### src/fault_mon_pkg.sv
/*
 * Shared constants for the chip-level fault supervisor: register map,
 * field positions, reset values, serial frame layout, save status codes,
 * logic-regulator sequencer states and supervision times.
 * Assumes a single 250 MHz system clock.
 */
`default_nettype none

package fault_mon_pkg;

    // register bus
    localparam int          ADDR_W        = 5;
    localparam int          DATA_W        = 32;
    localparam logic [4:0]  CTRL_OFS      = 5'h00;
    localparam logic [4:0]  SPEED_OFS     = 5'h04;
    localparam logic [4:0]  STATUS_OFS    = 5'h08;
    localparam logic [4:0]  US_THR_OFS    = 5'h0c;
    localparam logic [4:0]  OS_THR_OFS    = 5'h10;

    // control register
    localparam int          CTRL_W        = 3;
    localparam int          CTRL_RUN_BIT  = 0;
    localparam int          CTRL_RSC_BIT  = 1;
    localparam int          CTRL_DSR_BIT  = 2;
    localparam logic [2:0]  CTRL_RST      = 3'h0;

    // speed configuration register
    localparam int          SPD_W         = 11;
    localparam int          US_LSB        = 0;
    localparam int          OS_LSB        = 4;
    localparam int          RES_LSB       = 8;
    localparam logic [10:0] SPD_RST       = 11'h0f1;

    // status flags
    localparam int          FLAG_W        = 7;
    localparam int          ST_FF         = 0;
    localparam int          ST_POR        = 1;
    localparam int          ST_CPUV       = 2;
    localparam int          ST_LRUV       = 3;
    localparam int          ST_PPUV       = 4;
    localparam int          ST_SE         = 5;
    localparam int          ST_LOS        = 6;
    localparam int          ST_SAV_LSB    = 8;
    localparam logic [6:0]  FLAGS_RST     = 7'h03;

    // serial frame: [15:14] index, [13] write, [12:1] data, [0] parity
    localparam int          FRAME_BITS    = 16;
    localparam logic [4:0]  FRAME_LEN     = 5'h10;
    localparam logic [4:0]  FRAME_SAT     = 5'h11;
    localparam int          SER_IDX_LSB   = 14;
    localparam int          SER_WR_BIT    = 13;
    localparam int          SER_DATA_LSB  = 1;
    localparam logic [1:0]  SER_IDX_CTRL  = 2'h0;
    localparam logic [1:0]  SER_IDX_SPEED = 2'h1;

    // speed compare forms
    localparam logic [2:0]  US_LOW_ZEROS  = 3'h0;
    localparam logic [6:0]  OS_LOW_ONES   = 7'h7f;

    // synchroniser reset: strobe idles high in bit 0
    localparam int          ASYNC_W       = 7;
    localparam logic [6:0]  SYNC_RST      = 7'h01;

    // supervision times
    localparam int          CLK_KHZ       = 250000;
    localparam int          RST_HOLD_MS   = 10;
    localparam int          WD_HOLD_MS    = 100;
    localparam int          RST_HOLD_CYC  = RST_HOLD_MS * CLK_KHZ;
    localparam int          WD_HOLD_CYC   = WD_HOLD_MS * CLK_KHZ;
    localparam int          CNT_W         = 25;

    typedef enum logic [1:0] {
        SAV_IDLE = 2'h0,
        SAV_BUSY = 2'h1,
        SAV_OK   = 2'h2,
        SAV_FAIL = 2'h3
    } save_state_t;

    typedef enum logic [4:0] {
        LR_RUN  = 5'b00001,
        LR_LOW  = 5'b00010,
        LR_HOLD = 5'b00100,
        LR_WDH  = 5'b01000,
        LR_WAIT = 5'b10000
    } lr_state_t;

endpackage

`default_nettype wire

### src/fault_monitor.sv
/*
 * Chip-level fault supervisor: charge-pump and logic-regulator undervoltage,
 * microcontroller reset and watchdog hold-off, programming-supply check,
 * serial frame checks, load failure and loss of synchronisation.
 * Assumes comparator levels, watchdog and serial pins are asynchronous;
 * the save engine and commutation controller share ref_clk_in.
 */
// Notes on behaviour
// - charge-pump undervoltage sets its flag and drops all gate drives
// - gates return when the charge pump recovers; its flag stays latched
// - logic-regulator undervoltage sets flag, pulls MCU reset low, drops gates
// - after recovery hold MCU reset low 10 ms, then release and clear watchdog
// - watchdog held in reset and its input ignored for 100 ms
// - restart on first watchdog transition when run, restart and demand allow
// - without restart, gates wait for watchdog transition plus a clear event
// - programming supply drop aborts save, sets fault flags, reports failure
// - programming undervoltage flag only settable during a save
// - length error when frame has other than 16 clock edges
// - parity error when the 16-bit frame has an even count of ones
// - bad frames write nothing, skip status clear, set fault and serial error
// - serial error holds until a status read or good frame with read-clear, or reset
// - load failure sets serial error and power-on, defaults, forces run off
// - underspeed threshold is eight times code times resolution
// - overspeed threshold is 127 plus 128 times code, times resolution
// - overspeed compare is code over seven ones, eleven bits
// - underspeed code aligns with reference speed bits 6 to 3
// - commanded speed out of window sets sync-lost flag and coasts
// - missing zero crossing lowers commutation rate at each expected point
// - sync loss with run, restart and demand retries the start sequence
// - sync loss without restart coasts until a clear event
// - fault flags latch until reset or a read or good frame with read-clear
// - reset leaves defaults with general fault and power-on flags set
`timescale 1ns/1ps
`default_nettype none

module fault_monitor
    import fault_mon_pkg::*;
#(
    parameter int RST_HOLD_CYCLES = RST_HOLD_CYC,
    parameter int WD_HOLD_CYCLES  = WD_HOLD_CYC,
    parameter int RES_BASE_HZ     = 1
) (
    // clock and reset
    input  wire logic                ref_clk_in,
    input  wire logic                rst_n_in,
    // register port
    input  wire logic [ADDR_W-1:0]   reg_addr_in,
    input  wire logic [DATA_W-1:0]   reg_wdata_in,
    input  wire logic                reg_wr_in,
    input  wire logic                reg_rd_in,
    output logic      [DATA_W-1:0]   reg_rdata_out,
    // supply comparators, high while below threshold
    input  wire logic                cp_uv_in,
    input  wire logic                logic_uv_in,
    input  wire logic                prog_uv_in,
    // microcontroller supervision
    input  wire logic                watchdog_input_in,
    output logic                     mcu_reset_out_n,
    output logic                     watchdog_clear_out,
    // serial port
    input  wire logic                sck_in,
    input  wire logic                sdi_in,
    input  wire logic                serial_strobe_n_in,
    // non-volatile store
    input  wire logic                nvm_write_active_in,
    input  wire logic                nvm_write_done_in,
    input  wire logic                nvm_load_fail_in,
    output logic                     nvm_abort_out,
    // commutation controller
    input  wire logic                motor_active_in,
    input  wire logic [SPD_W-1:0]    commanded_speed_in,
    input  wire logic                demand_zero_in,
    input  wire logic                demand_ok_in,
    input  wire logic                comm_point_in,
    input  wire logic                zero_cross_seen_in,
    output logic                     slow_commutation_out,
    output logic                     start_retry_out,
    output logic                     gate_enable_out
);

    if (RST_HOLD_CYCLES < 1 || RST_HOLD_CYCLES >= (1 << CNT_W) ||
        WD_HOLD_CYCLES < 1 || WD_HOLD_CYCLES >= (1 << CNT_W) ||
        RES_BASE_HZ < 1 || RES_BASE_HZ > 255) begin : g_bad_param
        $error("fault_monitor: hold counts or resolution out of range");
    end

    localparam logic [CNT_W-1:0] RST_LAST = CNT_W'(RST_HOLD_CYCLES - 1);
    localparam logic [CNT_W-1:0] WD_LAST  = CNT_W'(WD_HOLD_CYCLES - 1);

    // pin synchronisers and edge history
    logic [ASYNC_W-1:0] sync1_r;
    logic [ASYNC_W-1:0] sync2_r;
    logic               sck_d_r;
    logic               stb_d_r;
    logic               wd_d_r;
    logic               dmd_zero_d_r;

    always_ff @(posedge ref_clk_in or negedge rst_n_in) begin
        if (!rst_n_in) begin
            sync1_r <= SYNC_RST;
            sync2_r <= SYNC_RST;
        end else begin
            sync1_r <= {cp_uv_in, logic_uv_in, prog_uv_in, watchdog_input_in,
                        sck_in, sdi_in, serial_strobe_n_in};
            sync2_r <= sync1_r;
        end
    end

    wire cp_uv_s   = sync2_r[6];
    wire lr_uv_s   = sync2_r[5];
    wire pp_uv_s   = sync2_r[4];
    wire wd_s      = sync2_r[3];
    wire sck_s     = sync2_r[2];
    wire sdi_s     = sync2_r[1];
    wire stb_s     = sync2_r[0];

    always_ff @(posedge ref_clk_in or negedge rst_n_in) begin
        if (!rst_n_in) begin
            sck_d_r      <= 1'b0;
            stb_d_r      <= 1'b1;
            wd_d_r       <= 1'b0;
            dmd_zero_d_r <= 1'b0;
        end else begin
            sck_d_r      <= sck_s;
            stb_d_r      <= stb_s;
            wd_d_r       <= wd_s;
            dmd_zero_d_r <= demand_zero_in;
        end
    end

    wire sck_rise  = sck_s & ~sck_d_r;
    wire stb_fall  = ~stb_s & stb_d_r;
    wire stb_rise  = stb_s & ~stb_d_r;
    wire wd_edge   = wd_s ^ wd_d_r;
    wire dmd_reset = demand_zero_in & ~dmd_zero_d_r;

    // serial frame capture
    logic [4:0]            bit_cnt_r;
    logic [FRAME_BITS-1:0] shift_r;

    always_ff @(posedge ref_clk_in or negedge rst_n_in) begin
        if (!rst_n_in) begin
            bit_cnt_r <= 5'h00;
            shift_r   <= '0;
        end else if (stb_fall) begin
            bit_cnt_r <= 5'h00;
        end else if (sck_rise && !stb_s) begin
            bit_cnt_r <= (bit_cnt_r == FRAME_SAT) ? FRAME_SAT : bit_cnt_r + 5'h01;
            shift_r   <= {shift_r[FRAME_BITS-2:0], sdi_s};
        end
    end

    wire len_err  = stb_rise & (bit_cnt_r != FRAME_LEN);
    wire par_err  = stb_rise & ~(^shift_r);
    wire ser_err  = len_err | par_err;
    wire ser_ok   = stb_rise & ~ser_err;
    // only a clean frame may write
    wire ser_wr   = ser_ok & shift_r[SER_WR_BIT];
    wire [1:0]  ser_idx  = shift_r[SER_IDX_LSB +: 2];
    wire [11:0] ser_data = shift_r[SER_DATA_LSB +: 12];

    // configuration registers
    logic [CTRL_W-1:0] ctrl_r;
    logic [SPD_W-1:0]  spd_r;
    logic              sys_err_r;

    wire sw_ctrl_wr  = reg_wr_in & (reg_addr_in == CTRL_OFS);
    wire sw_spd_wr   = reg_wr_in & (reg_addr_in == SPEED_OFS);
    wire ser_ctrl_wr = ser_wr & (ser_idx == SER_IDX_CTRL);
    wire ser_spd_wr  = ser_wr & (ser_idx == SER_IDX_SPEED);

    wire [CTRL_W-1:0] ctrl_nxt = sw_ctrl_wr  ? reg_wdata_in[CTRL_W-1:0] :
                                 ser_ctrl_wr ? ser_data[CTRL_W-1:0] : ctrl_r;
    wire [SPD_W-1:0]  spd_nxt  = sw_spd_wr   ? reg_wdata_in[SPD_W-1:0] :
                                 ser_spd_wr  ? ser_data[SPD_W-1:0] : spd_r;

    always_ff @(posedge ref_clk_in or negedge rst_n_in) begin
        if (!rst_n_in) begin
            ctrl_r <= CTRL_RST;
            spd_r  <= SPD_RST;
        end else if (nvm_load_fail_in) begin
            ctrl_r <= CTRL_RST;
            spd_r  <= SPD_RST;
        end else begin
            ctrl_r <= ctrl_nxt;
            spd_r  <= spd_nxt;
        end
    end

    // run held off until a good frame, set wins
    always_ff @(posedge ref_clk_in or negedge rst_n_in) begin
        if (!rst_n_in) begin
            sys_err_r <= 1'b0;
        end else begin
            sys_err_r <= nvm_load_fail_in | (sys_err_r & ~ser_ok);
        end
    end

    wire run_bit  = ctrl_r[CTRL_RUN_BIT];
    wire run_eff  = run_bit & ~sys_err_r;
    wire rsc_bit  = ctrl_r[CTRL_RSC_BIT];
    wire dsr_zero = ~ctrl_r[CTRL_DSR_BIT];
    wire run_fall = run_bit & ~ctrl_nxt[CTRL_RUN_BIT];

    // status read clear, good frame clear; bad frames skip it
    wire st_read     = reg_rd_in & (reg_addr_in == STATUS_OFS);
    wire flag_clr    = (st_read | ser_ok) & dsr_zero;
    wire clr_evt     = dmd_reset | run_fall | flag_clr;
    wire restart_ok  = run_eff & rsc_bit & demand_ok_in;

    // speed window
    wire [3:0] us_code = spd_r[US_LSB +: 4];
    wire [3:0] os_code = spd_r[OS_LSB +: 4];
    wire [2:0] res_sel = spd_r[RES_LSB +: 3];
    // underspeed code on reference bits 6:3
    wire [SPD_W-1:0] us_cmp = {4'h0, us_code, US_LOW_ZEROS};
    wire [SPD_W-1:0] os_cmp = {os_code, OS_LOW_ONES};
    wire [15:0]      res_hz = 16'(RES_BASE_HZ) << res_sel;
    wire [DATA_W-1:0] us_hz = DATA_W'(us_cmp) * DATA_W'(res_hz);
    wire [DATA_W-1:0] os_hz = DATA_W'(os_cmp) * DATA_W'(res_hz);

    wire los_evt = motor_active_in & gate_enable_out &
                   ((commanded_speed_in < us_cmp) | (commanded_speed_in > os_cmp));

    // save supervision
    save_state_t sav_r;
    // comparator only looked at during a save
    wire pp_uv_hit = pp_uv_s & nvm_write_active_in;
    assign nvm_abort_out = pp_uv_hit;

    always_ff @(posedge ref_clk_in or negedge rst_n_in) begin
        if (!rst_n_in) begin
            sav_r <= SAV_IDLE;
        end else if (pp_uv_hit) begin
            sav_r <= SAV_FAIL;
        end else if (nvm_write_done_in) begin
            sav_r <= SAV_OK;
        end else if (nvm_write_active_in) begin
            sav_r <= SAV_BUSY;
        end
    end

    // status flags, set wins over clear
    logic [FLAG_W-1:0] flags_r;
    logic [FLAG_W-1:0] flag_set;

    always_comb begin
        flag_set            = '0;
        flag_set[ST_CPUV]   = cp_uv_s;
        flag_set[ST_LRUV]   = lr_uv_s;
        flag_set[ST_PPUV]   = pp_uv_hit;
        flag_set[ST_SE]     = ser_err | nvm_load_fail_in;
        flag_set[ST_POR]    = nvm_load_fail_in;
        flag_set[ST_LOS]    = los_evt;
        flag_set[ST_FF]     = ser_err | pp_uv_hit | cp_uv_s | lr_uv_s | los_evt;
    end

    wire [FLAG_W-1:0] flags_nxt = (flags_r & ~{FLAG_W{flag_clr}}) | flag_set;

    // reset leaves general fault and power-on set
    always_ff @(posedge ref_clk_in or negedge rst_n_in) begin
        if (!rst_n_in) begin
            flags_r <= FLAGS_RST;
        end else begin
            flags_r <= flags_nxt;
        end
    end

    // logic-regulator sequencer
    lr_state_t        lr_state_r;
    lr_state_t        lr_state_nxt;
    logic [CNT_W-1:0] hold_cnt_r;
    logic             wd_seen_r;
    logic             clr_seen_r;
    logic             lr_retry;

    wire wd_ok  = wd_seen_r | wd_edge;
    wire clr_ok = clr_seen_r | clr_evt;

    always_comb begin
        lr_state_nxt = lr_state_r;
        lr_retry     = 1'b0;
        unique case (lr_state_r)
            LR_RUN: begin
                if (lr_uv_s) lr_state_nxt = LR_LOW;
            end
            LR_LOW: begin
                if (!lr_uv_s) lr_state_nxt = LR_HOLD;
            end
            LR_HOLD: begin
                if (lr_uv_s) lr_state_nxt = LR_LOW;
                else if (hold_cnt_r == RST_LAST) lr_state_nxt = LR_WDH;
            end
            LR_WDH: begin
                if (lr_uv_s) lr_state_nxt = LR_LOW;
                else if (hold_cnt_r == WD_LAST) lr_state_nxt = LR_WAIT;
            end
            LR_WAIT: begin
                if (lr_uv_s) begin
                    lr_state_nxt = LR_LOW;
                end else if (wd_ok && (restart_ok || clr_ok)) begin
                    lr_state_nxt = LR_RUN;
                    lr_retry     = restart_ok;
                end
            end
        endcase
    end

    always_ff @(posedge ref_clk_in or negedge rst_n_in) begin
        if (!rst_n_in) begin
            lr_state_r <= LR_LOW;
            hold_cnt_r <= '0;
            wd_seen_r  <= 1'b0;
            clr_seen_r <= 1'b0;
        end else begin
            lr_state_r <= lr_state_nxt;
            hold_cnt_r <= (lr_state_nxt != lr_state_r) ? '0 : hold_cnt_r + 1'b1;
            // watchdog edges during hold-off are not counted
            wd_seen_r  <= (lr_state_r == LR_WAIT) & wd_ok;
            // clear events remembered from the undervoltage onward
            clr_seen_r <= (lr_state_r != LR_RUN) & (lr_state_nxt != LR_RUN) & clr_ok;
        end
    end

    // sync-loss latch
    logic los_hold_r;

    always_ff @(posedge ref_clk_in or negedge rst_n_in) begin
        if (!rst_n_in) begin
            los_hold_r <= 1'b0;
        end else begin
            los_hold_r <= (los_evt & ~restart_ok) | (los_hold_r & ~clr_evt);
        end
    end

    // outputs from flops
    logic       mcu_rst_n_r;
    logic       wd_clr_r;
    logic       gate_en_r;
    logic       retry_r;
    logic       slow_r;
    logic [DATA_W-1:0] rdata_r;

    wire gate_nxt = ~cp_uv_s & ~lr_uv_s & (lr_state_nxt == LR_RUN) &
                    ~los_evt & ~(los_hold_r & ~clr_evt) & run_eff;

    wire [DATA_W-1:0] status_word = DATA_W'({sav_r, 1'b0, flags_r});
    wire [DATA_W-1:0] rd_mux =
        (reg_addr_in == CTRL_OFS)   ? DATA_W'(ctrl_r) :
        (reg_addr_in == SPEED_OFS)  ? DATA_W'(spd_r)  :
        (reg_addr_in == STATUS_OFS) ? status_word     :
        (reg_addr_in == US_THR_OFS) ? us_hz           :
        (reg_addr_in == OS_THR_OFS) ? os_hz           : '0;

    always_ff @(posedge ref_clk_in or negedge rst_n_in) begin
        if (!rst_n_in) begin
            mcu_rst_n_r <= 1'b0;
            wd_clr_r    <= 1'b1;
            gate_en_r   <= 1'b0;
            retry_r     <= 1'b0;
            slow_r      <= 1'b0;
            rdata_r     <= '0;
        end else begin
            // reset low through undervoltage and 10 ms hold
            mcu_rst_n_r <= ~((lr_state_nxt == LR_LOW) | (lr_state_nxt == LR_HOLD));
            // watchdog held in reset until hold-off ends
            wd_clr_r    <= (lr_state_nxt != LR_RUN) & (lr_state_nxt != LR_WAIT);
            gate_en_r   <= gate_nxt;
            retry_r     <= lr_retry | (los_evt & restart_ok);
            // lower rate at a point with no zero crossing
            slow_r      <= comm_point_in & ~zero_cross_seen_in & motor_active_in;
            rdata_r     <= reg_rd_in ? rd_mux : '0;
        end
    end

    assign mcu_reset_out_n      = mcu_rst_n_r;
    assign watchdog_clear_out   = wd_clr_r;
    assign gate_enable_out      = gate_en_r;
    assign start_retry_out      = retry_r;
    assign slow_commutation_out = slow_r;
    assign reg_rdata_out        = rdata_r;
endmodule

`default_nettype wire

### config.mk
export PLATFORM = sky130hd
export DESIGN_NAME = fault_monitor
export DESIGN_NICKNAME = d
export VERILOG_FILES = /design/src/fault_mon_pkg.sv /design/src/fault_monitor.sv
export SDC_FILE = /design/constraint.sdc
export NUM_CORES = 1
export LEC_CHECK = 0
export ABC_AREA = 1
export BUFFER_PORTS_ARGS = -buffer_cell sky130_fd_sc_hd__buf_2
export CORE_MARGIN = 3
export CORE_UTILIZATION = 55
export DETAILED_ROUTE_END_ITERATION = 16
export PLACE_DENSITY = 0.75
export SLEW_MARGIN = 40
export SYNTH_ARGS = -nofsm -noshare
export SYNTH_HDL_FRONTEND = slang
export SYNTH_SLANG_ARGS = --single-unit
export TNS_END_PERCENT = 30
### constraint.sdc
create_clock -name ref_clk_in -period 7.5 [get_ports ref_clk_in]
set_clock_uncertainty 0.05 [all_clocks]
set_input_delay 0.75 -clock ref_clk_in [delete_from_list [all_inputs] [get_ports ref_clk_in]]
set_output_delay 0.75 -clock ref_clk_in [all_outputs]
set_load 0.005 [all_outputs]
==> impl_metrics.json <==
{
  "status": "finished clean",
  "cp_max_fo": 7,
  "gr-total-overflow": 0,
  "final_area_um2": 11000,
  "finalSetupTns_ns": 0,
  "routed_via_density": 5.28,
  "die_w_um": 140,
  "cts_sinks": 122,
  "wl_per_cell_um": 14.6,
  "vias": 8057,
  "gp_congestion": 0.905,
  "yosys.area.top_type_share": 0.279,
  "drc": 0,
  "dieArea_um2": 19600,
  "timing.hold.ws_ns": 0.229,
  "grt_pass1_wl_um": 38000,
  "die_y_um": 140,
  "fin_crit_ns": 6.26,
  "clk_pin_slew_ns": 0.07,
  "wirelength_um": 22400,
  "clock.fmax_mhz": 160,
  "cts_max_level": 4,
  "syn-cell-area_um2": 9860,
  "finalHoldViolCount": 0,
  "ir_worst_vdd_mv": 0.242,
  "clockBufferDepth": 2,
  "cp_common_cell": "inv_1",
  "synthFlopType": "dfrtp_1",
  "core-area_um2": 17400,
  "yosysWarnings": 0,
  "synth.ff_latch_count": 122,
  "async_flop_share": 1.00,
  "post-route-period-util": 0.834,
  "cts_tree": "built",
  "holdBufCountCts": 0,
  "startpoint_type": "flip-flop",
  "crit_path_top_delay_cell": "nor2_1",
  "start_util": 0.566,
  "fin_nets": 1505,
  "area_growth_syn_to_layout_pct": 11.8,
  "synth_top_area_cell": "dfrtp_1",
  "grt_max_degree": 71,
  "drt_iter0_markers": 718,
  "tightest_slew_ns": 0.665,
  "worstPathRequired_ns": 7.77,
  "cts_root_buf": "clkbuf_16",
  "ant_nets": 0,
  "ys_types": 53,
  "powerDensity_nw_per_um2": 185,
  "finalSetupViolCount": 0,
  "cap_violations": 0,
  "drt_first_pass_iters": 5,
  "ys_seq_area_frac": 0.311,
  "grt_pass1_vias": 7948,
  "syn_avg_cell_area_um2": 8.17,
  "dp_hpwl_um": 17200,
  "synth-edff-count": 0,
  "p_leak_nw": 5.68,
  "cp.arrival_ns": 6.53,
  "grt_usage": 0.237,
  "diodes": 0,
  "crit_type": "flip-flop to flip-flop",
  "synthTopCellsByArea": "dfrtp_1 28%, fa_1 12%, ha_1 11%",
  "slew_violations": 0,
  "cts_setup_buffers": 0,
  "io_buffers": 72,
  "postSynthCellCount": 1208,
  "fp-row-count": 48,
  "pin_count": 105,
  "end_kind": "flip-flop",
  "relSlewSlack": 0.554,
  "rsz0062_at_grt": "false",
  "grt_antenna_before_repair": 0,
  "cts_inserted_buffers": 17,
  "crit_path_max_incr_delay_ns": 0.53,
  "layout-drive-gt1-share": 0.134,
  "cts_resized": 0,
  "hp-class": "input pin to asynchronous set/reset pin",
  "place_area_um2": 10400,
  "insertion_delay_ns": 0.42
}
==> critical path, delay by kind of cell, from the launching register on <==
kind	cells	cell delay (ns)
fa+ha+maj	6	2.45
simple gates	10	1.62
compound gates	6	0.96
buf+inv	7	0.63
flops	1	0.44
==> report_power, final <==
part / internal (mW) / switching [mW] / total [mW]
clock network: 0.494 / 0.322 / 0.816
registers: 0.705 / 0.0387 / 0.744
logic: 0.136 / 0.346 / 0.483
==> cell families after synthesis <==
family          after synthesis  synth area share
compound gates              176             0.105
xor+xnor                     24            0.0213
fa+ha+maj                   149             0.234
buf+inv                     265             0.108
flops                       122             0.311
other cells                   2          0.000761
simple gates                470             0.220
==> final timing paths <==
check                           startpoint           endpoint  slack [ns]  cells after the start
worst max-delay path              spd_r[9]  reg_rdata_out[20]        1.24                     29
worst min register to register  sync1_r[6]         sync2_r[6]        0.30                      0
worst min-delay path              rst_n_in  reg_rdata_out[16]        0.23                      1
min in group ref_clk_in         sync1_r[6]         sync2_r[6]        0.30                      0
max in group asynchronous         rst_n_in      hold_cnt_r[4]        6.14                      2
worst max register to register    spd_r[9]  reg_rdata_out[20]        1.24                     29
==> flip-flops by register name, summed over array words and instances (netlist names), 2 cells and up <==
register / count
spd_r: 11
shift_r: 16
sav_r: 2
sync2_r: 7
reg_rdata_out: 21
bit_cnt_r: 5
sync1_r: 7
lr_state_r: 5
hold_cnt_r: 25
flags_r: 7
ctrl_r: 3
==> Yosys cell counts (12+ instances only) <==
library cell / number
nand3_1: 43
dfrtp_1: 110
dfstp_2: 12
nor3_1: 13
o21ai_0: 73
nor2_1: 139
a21oi_1: 49
a211oi_1: 12
fa_1: 59
clkbuf_1: 16
ha_1: 90
xor2_1: 20
nor2_4: 22
inv_1: 222
nand2_1: 209
==> through the flow <==
stage | setup slack (ns) | util | cells | total power [mW]
floorplan | 1.86 | - | 1222 | 1.16
global placement | 1.39 | 0.598 | 1495 | 1.22
detailed placement | 1.30 | 0.599 | 1495 | 1.23
CTS | 1.29 | 0.632 | 1527 | 2.05
global route | 0.831 | 0.633 | 1527 | 2.15
finish | 1.24 | 0.633 | 1527 | 2.04
==> layout make-up <==
cell class                      instances  area (um2)
Clock buffer                           17         425
Clock inverter                         15         163
Fill cell                            1487        6390
Inverter                              236         887
Multi-Input combinational cell        835        5800
Sequential cell                       122        3070
Tap cell                              225         282
Timing Repair Buffer                   77         408
==> placed cells by master, fill, tap and decap left out, drive strengths merged, types with 17 or more instances in the layout <==
cell type  count
xor2          20
clkbuf        17
ha            90
nand2        217
nand3         49
fa            59
dfrtp        110
buf           77
inv          232
a21oi         49
o21ai         76
nor2         163
==> metal layers <==
layer	wire length [um]	up-vias	global-route usage
met5	0	-	0
met4	520	0	0.0709
met3	1040	37	0.0376
met2	11000	230	0.403
met1	9830	3816	0.314
li1	-	3974	-
Note: power is estimated with default switching activity, not from simulation.
